--- config.mk ---
export PLATFORM = sky130hd
export DESIGN_NAME = async_sixteen_bit_counter
export DESIGN_NICKNAME = d
export VERILOG_FILES = /design/src/rtl/counter_pkg.sv /design/src/rtl/async_sixteen_bit_counter.sv /design/src/rtl/pin_sync.sv
export SDC_FILE = /design/constraint.sdc
export NUM_CORES = 1
export LEC_CHECK = 0
export ABC_AREA = 1
export BUFFER_PORTS_ARGS = -buffer_cell sky130_fd_sc_hd__buf_2
export CORE_MARGIN = 4
export CORE_UTILIZATION = 40
export DETAILED_ROUTE_END_ITERATION = 7
export HOLD_SLACK_MARGIN = 0.1
export PLACE_DENSITY = 0.68
export REMOVE_ABC_BUFFERS = 1
export SYNTH_ARGS = -nofsm -noshare
export SYNTH_HDL_FRONTEND = slang
export SYNTH_SLANG_ARGS = --single-unit
--- constraint.sdc ---
create_clock -name ref_clk -period 1.93 [get_ports ref_clk]
set_clock_uncertainty 0.05 [all_clocks]
set_input_delay 0.2895 -clock ref_clk [delete_from_list [all_inputs] [get_ports ref_clk]]
set_output_delay 0.2895 -clock ref_clk [all_outputs]
set_load 0.01 [all_outputs]
--- src/rtl/counter_pkg.sv ---
// Shared constants and carrier types for the asynchronous sixteen bit counter.
// Assumes an APB slave with 32-bit data; register N sits at byte address 4*N.
package counter_pkg;

    // ========================================================================
    // Register map
    // ========================================================================
    localparam int unsigned ADDR_W = 12;
    localparam int unsigned IDX_W  = 10;

    // Printed offsets are register indices; the byte address is four times each.
    localparam logic [IDX_W-1:0] IDX_INTERRUPT_CONTROL  = 10'h00B;
    localparam logic [IDX_W-1:0] IDX_PERIPHERAL_FLAGS   = 10'h00C;
    localparam logic [IDX_W-1:0] IDX_COUNT_LOW_BYTE     = 10'h00E;
    localparam logic [IDX_W-1:0] IDX_COUNT_HIGH_BYTE    = 10'h00F;
    localparam logic [IDX_W-1:0] IDX_COUNTER_CONTROL    = 10'h010;
    localparam logic [IDX_W-1:0] IDX_PERIPHERAL_ENABLES = 10'h08C;

    // ========================================================================
    // Reset values and implemented bits
    // ========================================================================
    localparam logic [7:0]  INTERRUPT_CONTROL_RESET = 8'h00;
    localparam logic [7:0]  COUNTER_CONTROL_RESET   = 8'h00;
    localparam logic [7:0]  COUNTER_CONTROL_MASK    = 8'h7F;
    localparam logic [15:0] COUNT_RESET             = 16'h0000;
    localparam logic [15:0] COUNT_ALL_ONES          = 16'hFFFF;
    localparam logic [31:0] READ_ZERO               = 32'h0000_0000;

    // Field positions inside the flag and enable registers.
    localparam int unsigned OVERFLOW_BIT = 0;

    // ========================================================================
    // Timing
    // ========================================================================
    // The internal count source runs at a quarter of the system clock.
    localparam int unsigned INT_TICK_DIV = 4;
    localparam logic [1:0]  INT_TICK_LAST = 2'(INT_TICK_DIV - 1);

    // ========================================================================
    // Carrier types
    // ========================================================================
    typedef struct packed {
        logic       spare;
        logic       gate_enable;
        logic [1:0] prescale_sel;
        logic       counter_osc_enable;
        logic       sync_disable;
        logic       clock_source_sel;
        logic       counter_on;
    } ctrl_t;

    typedef struct packed {
        logic       global_int_enable;
        logic       peripheral_int_enable;
        logic [5:0] other;
    } intctl_t;

    typedef struct packed {
        logic [7:0] high;
        logic [7:0] low;
    } count_t;

endpackage

--- src/rtl/async_sixteen_bit_counter.sv ---
// Sixteen bit timer/counter with a crystal oscillator pin pair and an APB register slave.
// Assumes ref_clk at 50 MHz; the count clock pin is sampled on ref_clk and counted on edges.
//
// Function
// - Byte reads of the count return a settled, synchronised value.
// - A write colliding with an increment may leave an unpredictable count.
// - Oscillator enable bit 3 turns on the crystal amplifier between the pins.
// - The low-power oscillator, up to 37 kHz, keeps running in sleep.
// - The counter oscillator works only when the system clock is internal.
// - Oscillator enabled forces pin directions to input; pins then read zero.
// - Counting in sleep only happens in asynchronous external-clock mode.
// - Overflow wakes the device if counter on, overflow enable, peripheral enable set.
// - With global enable also set, the wake-up branches to the service routine.
// - Count is reached through low and high byte holding registers.
// - Asynchronous mode counts an external crystal or external clock source.
// - Sync disable bit 2 lets the external clock count without phase sync.
// - Asynchronous counting continues in sleep and may raise the overflow interrupt.
`timescale 1ns/10ps
module async_sixteen_bit_counter (
    input  wire logic                            ref_clk,
    input  wire logic                            resetn,
    input  wire logic                            psel,
    input  wire logic                            penable,
    input  wire logic                            pwrite,
    input  wire logic [counter_pkg::ADDR_W-1:0]  paddr,
    input  wire logic [31:0]                     pwdata,
    output logic      [31:0]                     prdata,
    output logic                                 pready,
    output logic                                 pslverr,
    input  wire logic                            crystal_input_pin,
    input  wire logic                            gate_pin_n,
    output logic                                 crystal_drive_pin,
    output logic                                 crystal_drive_oe,
    input  wire logic                            sleep_mode,
    input  wire logic                            sys_clk_internal,
    input  wire logic                            dir_four_sw,
    input  wire logic                            dir_five_sw,
    input  wire logic                            pin_four_in,
    input  wire logic                            pin_five_in,
    output logic                                 pin_four_direction,
    output logic                                 pin_five_direction,
    output logic                                 port_pin_four,
    output logic                                 port_pin_five,
    output logic                                 wake_out,
    output logic                                 irq
);

    // ========================================================================
    // Declarations
    // ========================================================================
    counter_pkg::ctrl_t                  ctrl_q;
    counter_pkg::intctl_t                intctl_q;
    counter_pkg::count_t                 count_q;
    counter_pkg::count_t                 count_d;
    logic                                overflow_flag_q;
    logic                                overflow_int_enable_q;
    logic [1:0]                          div_q;
    logic [2:0]                          pre_q;
    logic [2:0]                          pre_limit;
    logic [3:0]                          sync_level;
    logic [3:0]                          sync_rise;
    logic [counter_pkg::IDX_W-1:0]       idx;
    logic                                aligned;
    logic                                mapped;
    logic                                access;
    logic                                wr_en;
    logic                                rd_en;
    logic                                int_tick;
    logic                                ext_edge;
    logic                                src_tick;
    logic                                async_mode;
    logic                                run_ok;
    logic                                inc;
    logic                                rollover;
    logic                                osc_active;
    logic                                wake_cond;
    logic [31:0]                         rd_value;

    // ========================================================================
    // Pin synchronisers
    // ========================================================================
    // Bit 0 is the count clock pin, bit 1 the gate, bits 2 and 3 the port pins.
    pin_sync #(
        .WIDTH (4)
    ) u_pin_sync (
        .clk     (ref_clk),
        .resetn  (resetn),
        .pin_in  ({pin_five_in, pin_four_in, gate_pin_n, crystal_input_pin}),
        .level_q (sync_level),
        .rise_q  (sync_rise)
    );

    // ========================================================================
    // APB decode
    // ========================================================================
    assign idx     = paddr[counter_pkg::ADDR_W-1:2];
    assign aligned = (paddr[1:0] == 2'h0);
    assign access  = psel & penable & pready;
    assign wr_en   = access & pwrite & mapped;
    assign rd_en   = access & ~pwrite & mapped;

    always_comb begin
        mapped   = 1'b0;
        rd_value = counter_pkg::READ_ZERO;
        if (aligned) begin
            case (idx)
                counter_pkg::IDX_INTERRUPT_CONTROL: begin
                    mapped   = 1'b1;
                    rd_value = {24'h000000, intctl_q};
                end
                counter_pkg::IDX_PERIPHERAL_FLAGS: begin
                    mapped   = 1'b1;
                    rd_value = {31'h00000000, overflow_flag_q};
                end
                counter_pkg::IDX_COUNT_LOW_BYTE: begin
                    mapped   = 1'b1;
                    rd_value = {24'h000000, count_q.low};
                end
                counter_pkg::IDX_COUNT_HIGH_BYTE: begin
                    mapped   = 1'b1;
                    rd_value = {24'h000000, count_q.high};
                end
                counter_pkg::IDX_COUNTER_CONTROL: begin
                    mapped   = 1'b1;
                    rd_value = {24'h000000, ctrl_q & counter_pkg::COUNTER_CONTROL_MASK};
                end
                counter_pkg::IDX_PERIPHERAL_ENABLES: begin
                    mapped   = 1'b1;
                    rd_value = {31'h00000000, overflow_int_enable_q};
                end
                default: begin
                    mapped   = 1'b0;
                    rd_value = counter_pkg::READ_ZERO;
                end
            endcase
        end
    end

    // Read data is taken in the setup cycle, so every transfer has one wait-free
    // access cycle and prdata always comes from a register.
    always_ff @(posedge ref_clk or negedge resetn) begin
        if (!resetn) begin
            pready  <= 1'b0;
            pslverr <= 1'b0;
            prdata  <= counter_pkg::READ_ZERO;
        end else begin
            pready  <= psel & ~penable;
            pslverr <= psel & ~penable & ~mapped;
            if (psel && !penable) begin
                prdata <= pwrite ? counter_pkg::READ_ZERO : rd_value;
            end
        end
    end

    // ========================================================================
    // Control registers
    // ========================================================================
    always_ff @(posedge ref_clk or negedge resetn) begin
        if (!resetn) begin
            ctrl_q <= counter_pkg::ctrl_t'(counter_pkg::COUNTER_CONTROL_RESET);
        end else if (wr_en && idx == counter_pkg::IDX_COUNTER_CONTROL) begin
            ctrl_q <= counter_pkg::ctrl_t'(pwdata[7:0] & counter_pkg::COUNTER_CONTROL_MASK);
        end
    end

    always_ff @(posedge ref_clk or negedge resetn) begin
        if (!resetn) begin
            intctl_q <= counter_pkg::intctl_t'(counter_pkg::INTERRUPT_CONTROL_RESET);
        end else if (wr_en && idx == counter_pkg::IDX_INTERRUPT_CONTROL) begin
            intctl_q <= counter_pkg::intctl_t'(pwdata[7:0]);
        end
    end

    always_ff @(posedge ref_clk or negedge resetn) begin
        if (!resetn) begin
            overflow_int_enable_q <= 1'b0;
        end else if (wr_en && idx == counter_pkg::IDX_PERIPHERAL_ENABLES) begin
            overflow_int_enable_q <= pwdata[counter_pkg::OVERFLOW_BIT];
        end
    end

    // ========================================================================
    // Count sources
    // ========================================================================
    // The internal source is the system clock divided down; it stops in sleep
    // because the system clock does.
    always_ff @(posedge ref_clk or negedge resetn) begin
        if (!resetn) begin
            div_q <= 2'h0;
        end else if (!sleep_mode) begin
            div_q <= (div_q == counter_pkg::INT_TICK_LAST) ? 2'h0 : div_q + 2'h1;
        end
    end

    assign int_tick   = ~sleep_mode & (div_q == counter_pkg::INT_TICK_LAST);
    assign ext_edge   = sync_rise[0];
    assign src_tick   = ctrl_q.clock_source_sel ? ext_edge : int_tick;
    // Without sync disable the external edge is tied to the phase clocks, which
    // halt in sleep; with it set the count keeps going.
    assign async_mode = ctrl_q.clock_source_sel & ctrl_q.sync_disable;
    assign run_ok     = ctrl_q.counter_on
                      & (~ctrl_q.gate_enable | ~sync_level[1])
                      & (~sleep_mode | async_mode);

    always_comb begin
        case (ctrl_q.prescale_sel)
            2'h0:    pre_limit = 3'h0;
            2'h1:    pre_limit = 3'h1;
            2'h2:    pre_limit = 3'h3;
            default: pre_limit = 3'h7;
        endcase
    end

    always_ff @(posedge ref_clk or negedge resetn) begin
        if (!resetn) begin
            pre_q <= 3'h0;
        end else if (src_tick && run_ok) begin
            pre_q <= (pre_q >= pre_limit) ? 3'h0 : pre_q + 3'h1;
        end
    end

    assign inc      = src_tick & run_ok & (pre_q >= pre_limit);
    assign rollover = inc & (count_q == counter_pkg::COUNT_ALL_ONES);

    // ========================================================================
    // Count holding registers
    // ========================================================================
    // A byte write wins over a coincident increment, so the other byte may be
    // one count ahead of what software expected; stop the counter first.
    always_comb begin
        count_d = count_q;
        if (inc) begin
            count_d = counter_pkg::count_t'(16'(count_q + 16'h0001));
        end
        if (wr_en && idx == counter_pkg::IDX_COUNT_LOW_BYTE) begin
            count_d.low = pwdata[7:0];
        end
        if (wr_en && idx == counter_pkg::IDX_COUNT_HIGH_BYTE) begin
            count_d.high = pwdata[7:0];
        end
    end

    always_ff @(posedge ref_clk or negedge resetn) begin
        if (!resetn) begin
            count_q <= counter_pkg::count_t'(counter_pkg::COUNT_RESET);
        end else begin
            count_q <= count_d;
        end
    end

    // ========================================================================
    // Overflow flag and interrupt
    // ========================================================================
    // Reading the flag register clears the flag in the access cycle; a rollover in that
    // same cycle keeps it set, but one in the setup cycle is cleared without being read.
    always_ff @(posedge ref_clk or negedge resetn) begin
        if (!resetn) begin
            overflow_flag_q <= 1'b0;
        end else if (rollover) begin
            overflow_flag_q <= 1'b1;
        end else if (rd_en && idx == counter_pkg::IDX_PERIPHERAL_FLAGS) begin
            overflow_flag_q <= 1'b0;
        end else if (wr_en && idx == counter_pkg::IDX_PERIPHERAL_FLAGS) begin
            overflow_flag_q <= pwdata[counter_pkg::OVERFLOW_BIT];
        end
    end

    assign wake_cond = ctrl_q.counter_on & overflow_flag_q & overflow_int_enable_q
                     & intctl_q.peripheral_int_enable;

    always_ff @(posedge ref_clk or negedge resetn) begin
        if (!resetn) begin
            wake_out <= 1'b0;
            irq      <= 1'b0;
        end else begin
            wake_out <= wake_cond;
            irq      <= wake_cond & intctl_q.global_int_enable;
        end
    end

    // ========================================================================
    // Crystal oscillator and shared pins
    // ========================================================================
    // The amplifier shares circuitry with the system low-power oscillator, so
    // it only runs with an internal system clock; sleep does not stop it.
    assign osc_active = ctrl_q.counter_osc_enable & sys_clk_internal;

    always_ff @(posedge ref_clk or negedge resetn) begin
        if (!resetn) begin
            crystal_drive_pin <= 1'b0;
            crystal_drive_oe  <= 1'b0;
        end else begin
            crystal_drive_pin <= ~sync_level[0];
            crystal_drive_oe  <= osc_active;
        end
    end

    always_ff @(posedge ref_clk or negedge resetn) begin
        if (!resetn) begin
            pin_four_direction <= 1'b1;
            pin_five_direction <= 1'b1;
            port_pin_four      <= 1'b0;
            port_pin_five      <= 1'b0;
        end else begin
            pin_four_direction <= ctrl_q.counter_osc_enable | dir_four_sw;
            pin_five_direction <= ctrl_q.counter_osc_enable | dir_five_sw;
            port_pin_four      <= ~ctrl_q.counter_osc_enable & sync_level[2];
            port_pin_five      <= ~ctrl_q.counter_osc_enable & sync_level[3];
        end
    end

    // ========================================================================
    // Checks
    // ========================================================================
    a_read_settled: assert property (
        @(posedge ref_clk) disable iff (!resetn)
        rd_en && idx == counter_pkg::IDX_COUNT_LOW_BYTE
        |-> prdata[7:0] == $past(count_q.low)
    ) else $error("count low byte read does not match the count");

    a_write_wins: assert property (
        @(posedge ref_clk) disable iff (!resetn)
        wr_en && idx == counter_pkg::IDX_COUNT_HIGH_BYTE
        |=> count_q.high == $past(pwdata[7:0])
    ) else $error("high byte write not taken");

    a_osc_drive: assert property (
        @(posedge ref_clk) disable iff (!resetn)
        ctrl_q.counter_osc_enable && sys_clk_internal |=> crystal_drive_oe
    ) else $error("oscillator enabled but amplifier off");

    a_osc_shared: assert property (
        @(posedge ref_clk) disable iff (!resetn)
        !sys_clk_internal ##1 !sys_clk_internal |-> !crystal_drive_oe
    ) else $error("oscillator running without internal system clock");

    a_dir_forced: assert property (
        @(posedge ref_clk) disable iff (!resetn)
        ctrl_q.counter_osc_enable
        |=> pin_four_direction && pin_five_direction && !port_pin_four && !port_pin_five
    ) else $error("oscillator pins not forced to input");

    a_sleep_hold: assert property (
        @(posedge ref_clk) disable iff (!resetn)
        sleep_mode && !async_mode && !wr_en |=> count_q == $past(count_q)
    ) else $error("count moved in sleep outside asynchronous mode");

    a_async_count: assert property (
        @(posedge ref_clk) disable iff (!resetn)
        sleep_mode && async_mode && ctrl_q.counter_on && !ctrl_q.gate_enable
        && ctrl_q.prescale_sel == 2'h0 && ext_edge && !wr_en
        |=> count_q == 16'($past(count_q) + 16'h0001)
    ) else $error("asynchronous count did not advance in sleep");

    a_overflow_flag: assert property (
        @(posedge ref_clk) disable iff (!resetn)
        rollover |=> overflow_flag_q && count_q == counter_pkg::COUNT_RESET
    ) else $error("rollover did not set the overflow flag");

    a_wake_gate: assert property (
        @(posedge ref_clk) disable iff (!resetn)
        $rose(wake_out) |-> $past(ctrl_q.counter_on && overflow_flag_q
                                  && overflow_int_enable_q
                                  && intctl_q.peripheral_int_enable)
    ) else $error("wake raised without all enables");

    a_isr_gate: assert property (
        @(posedge ref_clk) disable iff (!resetn)
        irq |-> wake_out && $past(intctl_q.global_int_enable)
    ) else $error("interrupt without wake or global enable");

endmodule

--- src/rtl/pin_sync.sv ---
// Two flip-flop synchroniser with rising edge detection for a group of pins.
// Assumes the inputs are asynchronous to clk; only the second stage is looked at.
`timescale 1ns/10ps
module pin_sync #(
    parameter int unsigned WIDTH = 1
) (
    input  wire logic             clk,
    input  wire logic             resetn,
    input  wire logic [WIDTH-1:0] pin_in,
    output logic      [WIDTH-1:0] level_q,
    output logic      [WIDTH-1:0] rise_q
);

    logic [WIDTH-1:0] meta_q;
    logic [WIDTH-1:0] prev_q;

    // ========================================================================
    // Synchroniser and edge detector
    // ========================================================================
    always_ff @(posedge clk or negedge resetn) begin
        if (!resetn) begin
            meta_q  <= '0;
            level_q <= '0;
            prev_q  <= '0;
            rise_q  <= '0;
        end else begin
            meta_q  <= pin_in;
            level_q <= meta_q;
            prev_q  <= level_q;
            rise_q  <= level_q & ~prev_q;
        end
    end

endmodule

# Word-level counts from Yosys, hierarchy flattened
# Index checks and enable logic that the tools add are counted.
# W data, S select, Z words.
# totals
regBits	90
latchBits	0
mem_bits_rw	0
rom_bits	0
in_bits	57
output_inout_bits	42
wordCells	111
n_memories	0
# op_classes
addsub	3
multipliers	0
div_mod_pow	0
n_lt_le_gt_ge	1
n_eq_ne	10
shifts	0
n_mux	15
n_bitwise	36
reduce_logical	16
# ops
cell	n
$mux W32	2
$pmux W8 S6	1
$eq A10 B4 Y1 const B	4
$and A1 B1 Y1	23
$add A16 B1 Y16 const B	1
$eq A16 B16 Y1 const B	1
$mux W16	1
$mux W8	2
$eq A10 B5 Y1 const B	1
$eq A10 B8 Y1 const B	1
$logic_and A1 B1 Y1	9
$not A1 Y1	9
$pmux W3 S3	1
$mux W1	6
$reduce_or A6 Y1	1
$eq A2 B2 Y1 const B	2
$logic_not A2 Y1	2
$or A1 B1 Y1	4
$reduce_bool A2 Y1	2
$add A3 B1 Y3 const B	1
$ge A3 B3 Y1	1
$mux W3	1
$reduce_bool A3 Y1	1
$add A2 B1 Y2 const B	1
3 further kinds	3

# Logic depth before layout (Yosys ltp)
# logic_depth
word_depth	9
mapped_depth	12
mapped_depth_nobuf	11

# Modules after synthesis
# Synthesis repeated with hierarchy kept, for this count alone.
# hier_totals
cells_unflattened	520
area_unflattened_um2	4225.3
# by_module_without_submodules
module	instances	cells_per_inst	area_per_inst_um2
async_sixteen_bit_counter	1	496	3784.9
pin_sync	1	24	440.4

# Worst setup path after synthesis
# No wires, ideal clock.
# synth_path
kind	register -> register
start	reg ctrl_q[4] (netlist bit)
end	reg count_q[11] (netlist bit)
t_arrival_ns	1.743
required_time_ns	1.755
path_slack_ns	0.012
stages_incl_launch_ff	12
path_buffers	1
cell_sequence	dfrtp_1 nand2_1 ha_1 a21oi_1 nand2_1 a31oi_1 inv_1 nand2_1 clkbuf_1 nor2_1 nand2_1 nand3_1
# synth_between
elab_chain_len	5
# synth_lines
element	line	source
start: declaration	async_sixteen_bit_counter.sv:51	counter_pkg::ctrl_t ctrl_q;
start signal: assignment	async_sixteen_bit_counter.sv:160	ctrl_q <= counter_pkg::ctrl_t'(counter_pkg::COUNTER_CONTROL_RESET);
start signal: assignment	async_sixteen_bit_counter.sv:162	ctrl_q <= counter_pkg::ctrl_t'(pwdata[7:0] & counter_pkg::COUNTER_CONTROL_MASK);
$eq A2 B2 Y1 (tied with other cells)	async_sixteen_bit_counter.sv:206	case (ctrl_q.prescale_sel)
$pmux W3 S3 (*)	async_sixteen_bit_counter.sv:206	
$ge A3 B3 Y1 (*)	async_sixteen_bit_counter.sv:222	assign inc = src_tick & run_ok & (pre_q >= pre_limit);
$and A1 B1 Y1 (*)	async_sixteen_bit_counter.sv:222	
$reduce_bool A2 Y1 (no line) (*)	--	
end signal: assignment	async_sixteen_bit_counter.sv:245	count_q <= counter_pkg::count_t'(counter_pkg::COUNT_RESET);
end signal: assignment	async_sixteen_bit_counter.sv:247	count_q <= count_d;
end: declaration	async_sixteen_bit_counter.sv:53	counter_pkg::count_t count_q;
# Mark *: on every way between the ends. The rest lies on a longest branch, timed or not.
# A chain may end at the register's enable or synchronous reset.

# Worst setup path after layout
# layout_path
start	reg ctrl_q[5] (netlist bit)
end	reg count_q[9] (netlist bit)
# Same word-level chain as after synthesis.

==> impl_results.md <==
- Number of flops mapped to enable cells by yosys: 0
- R2r worst-path depth: 11
- Sw frac: 27.24%
- Crit-path max FO: 17
- Mux cell area share after synthesis: 0%
- Vias in the first global route: 3030
- Die height: 103.2 um
- Vias/cell: 4.922
- Mapped cell area: 3628 um^2
- Nets: 618
- Clk network pwr share: 39.7%
- Clk root buf: clkbuf_8
- Drt wl/cell: 13.53 um
- Crit path arrival time: 2.05 ns
- P_leak: 2.268 nW
- DP HPWL: 6463 um
- Drt drc: 0
- Clock transition at path regs: 0.07 ns
- Share of cells above drive strength 1: 21.79%
- Top FF cell, synth: dfrtp_1
- Net Sw Power: 0.0009166 W
- Largest cells by area after synthesis: dfrtp_1 (44%), nand2_1 (14%), nand3_1 (7.0%), buf_4 (5.2%), inv_1 (4.4%)
- Worst hold slack: 0.1333 ns
- RR Endpoint: count_q[9]
- FP Rows: 34
- Fin. Hold Viols: 0
- Die W: 103.2 um
- Worst-skew pair later-pin latency: 0.35 ns
- Syn. warnings: 0
- Critical Path Max Stage Delay: 0.38 ns
- Antenna Cells: 0
- Total CTS buffers: 9
- Wirelength, routed: 9035 um
- Synth Area in XOR/XNOR: 1.931%
- Endpoints failing setup: 0
- CP required: 2.11 ns
- Rel. slew slack: 61.14%
- Reg power frac: 46.2%
- Detail Route Antenna Nets: 0
- Number of fill cells: 822
- Reg-to-reg setup timing slack: 0.06 ns
- Cell taking the most area after synthesis: dfrtp_1
- Status: completed
- Final worst path period share: 96.87%
- Logic pwr share: 14.1%
- Slowest cell on the critical path: dfrtp_1
- Netlist cell types: 34
- Worst Hold Depth: 3
- Seq/Total Area, Yosys: 45.59%
- Initial core utilization: 41.40%
- Ys async rst share: 100.0%
- Least-Margin Pin Slew: 0.5829 ns
- Congestion Overflow GR: 0
- Startpoint Class: flip-flop
- Area share of fa/ha/maj cells after synthesis: 2.069%
- Initial antenna violation count: 0
- Hold Crit Class: input pin to flip-flop
- Most used cell, CP: nand2_1
- Sink Count: 66
- Synthesis-to-layout area growth: 23.55%
- Fin crit period: 1.870 ns
- Simple-Gate Fraction of Synth Area: 32.52%
- Most instantiated cells after synthesis: nand2_1 (138), dfrtp_1 (64), nand3_1 (51)
- H-Tree Level Count: 3
- CTS tree: built
- Post-Syn Instances: 468
- Top-count cell post-synth: nand2_1
- First-pass GRT wire length: 14270 um
- Pwr dens: 750.6 nW/um^2
- Final weighted congestion in routability-driven placement: 0.9069
- DR pass1 iterations: 4
- Compound-gate portion of the synthesized area: 7.138%
- Maximum clock path buffer count: 2
- Reg-to-reg critical path startpoint: ctrl_q[5]
- Maximum clock rate: 534.9 MHz
- Io pins: 99
- Cells after DPL: 641
- Detailed-route via count: 3288
- Core ar.: 8763 um^2
- Peak VDD IR: 0.0003952 V
- GRT Util Overall: 17.31%
- Crit path capture type: flip-flop
- Flops & latches, synth: 66
- Setup CP Type: flip-flop to flip-flop
- HP Start: psel
- Yosys top cell area share: 44.14%
- Largest net degree at the start of global routing: 34
- Crit path cell chain: inv_1, ha_1, nand3b_1, nand2_1, a31oi_2, inv_2, nand2_4, buf_12, nor2_1, nand2_1, nand3_1
- Die ar.: 10660 um^2
- Power, Total: 0.003365 W
- Internal power: 0.002449 W
- Max-cap check violation count: 0
- Mean Syn Cell Area: 7.753 um^2
- Hold endpoint: pready
- Post-Layout Cell Count: 668
- Pins Over Slew Limit: 0
- # port buffers: 50
- DRT iter0 DRCs: 176
- Main combinational cell family by area after synthesis: simple AND/OR/NAND/NOR gates
[per-layer routing]
metal	GRT usage [%]	routed length [um]
met3	4.427	744
met4	7.570	238
met5	0	0
met1	23.04	4029
met2	26.74	4023
[power by group through the flow]
stage / Clock [W] / Sequential [W] / Combinational (W)
floorplan: 0 / 0.00156 / 0.000235
global placement: 0 / 0.00157 / 0.000406
detailed placement: 0 / 0.00157 / 0.000427
CTS: 0.00136 / 0.00155 / 0.000443
global route: 0.00141 / 0.00157 / 0.000554
finish: 0.00134 / 0.00156 / 0.000473
[per-stage QoR]
stage                     instance area (um^2)  worst slack, ns  utilization, %  TNS (ns)
after detailed placement                  4096          0.02252           46.74         0
final                                     4483          0.06047           51.16         0
after floorplan                           3501          -0.1790               -    -2.734
after CTS                                 4414          0.04254           50.37         0
after global placement                    4096          0.06452           46.74         0
after global routing                      4483         -0.05162           51.16   -0.2839
[critical path: cells and delay by family, from the launching register on]
| family | cells | cell delay [ns] |
|---|---|---|
| buffers and inverters | 3 | 0.32 |
| AO/OA/AOI/OAI | 1 | 0.20 |
| flip-flops | 1 | 0.38 |
| adder cells (fa/ha/maj) | 1 | 0.31 |
| AND/OR/NAND/NOR | 6 | 0.50 |
[worst max path at each step]
stage	start	to	slack, ns
floorplan	ctrl_q[4]	pre_q[2]	-0.18
global placement	paddr[9]	count_q[3]	0.06
detailed placement	paddr[9]	count_q[3]	0.02
CTS	ctrl_q[4]	count_q[3]	0.04
global route	ctrl_q[5]	count_q[9]	-0.05
finish	ctrl_q[5]	count_q[9]	0.06
[cell families (layout without fill, tap and decap cells)]
family                   count (synthesis)  in the layout
AO/OA/AOI/OAI                           48             48
other                                    1             24
buffers and inverters                   77            146
AND/OR/NAND/NOR                        262            262
flip-flops                              66             66
XOR/XNOR                                 8              8
adder cells (fa/ha/maj)                  6              6
[placed cells by master, fill, tap and decap left out, types with 2 or more instances in the layout]
cell and instances:
nand2_1 137, dfrtp_1 63, nand3_1 51, buf_2 50, inv_1 42, nor2_1 40, conb_1 24, buf_4 21
o21ai_1 16, a21oi_1 15, o21ai_0 10, clkbuf_8 10, dlygate4sd3_1 9, nor2_2 7, xor2_1 7, nor2_4 5
ha_1 5, nor3_1 4, or2_2 4, nand4_1 4, inv_2 3, o2111ai_1 3, buf_12 3, nor4_1 2
nand4_2 2, bufinv_16 2, clkinv_4 2, dfstp_2 2
[sequential cells by signal, indices dropped and copies added (netlist names), 2 cells and up]
name / flops
div_q: 2
prdata: 8
ctrl_q: 7
u_pin_sync.level_q: 4
count_q: 16
u_pin_sync.meta_q: 4
pre_q: 3
intctl_q: 8
[cell type report]
type | instances | area (um^2) | share of cell area [%]
inverters | 46 | 172.7 | 3.852
flip-flops and latches | 66 | 1655 | 36.92
clock inverters | 6 | 90.09 | 2.009
repair buffers | 84 | 583.1 | 13.01
multi-input cells | 348 | 1709 | 38.12
well taps | 108 | 135.1 | 3.014
clock buffers | 10 | 137.6 | 3.070
[repair_timing]
item,CTS,global route
buffers inserted,0,1
hold buffers,9,0
endpoints found under the hold margin,30,0
gates resized for setup,0,8
endpoints found under the setup margin,0,19
Note: power is estimated with default switching activity, not from simulation.
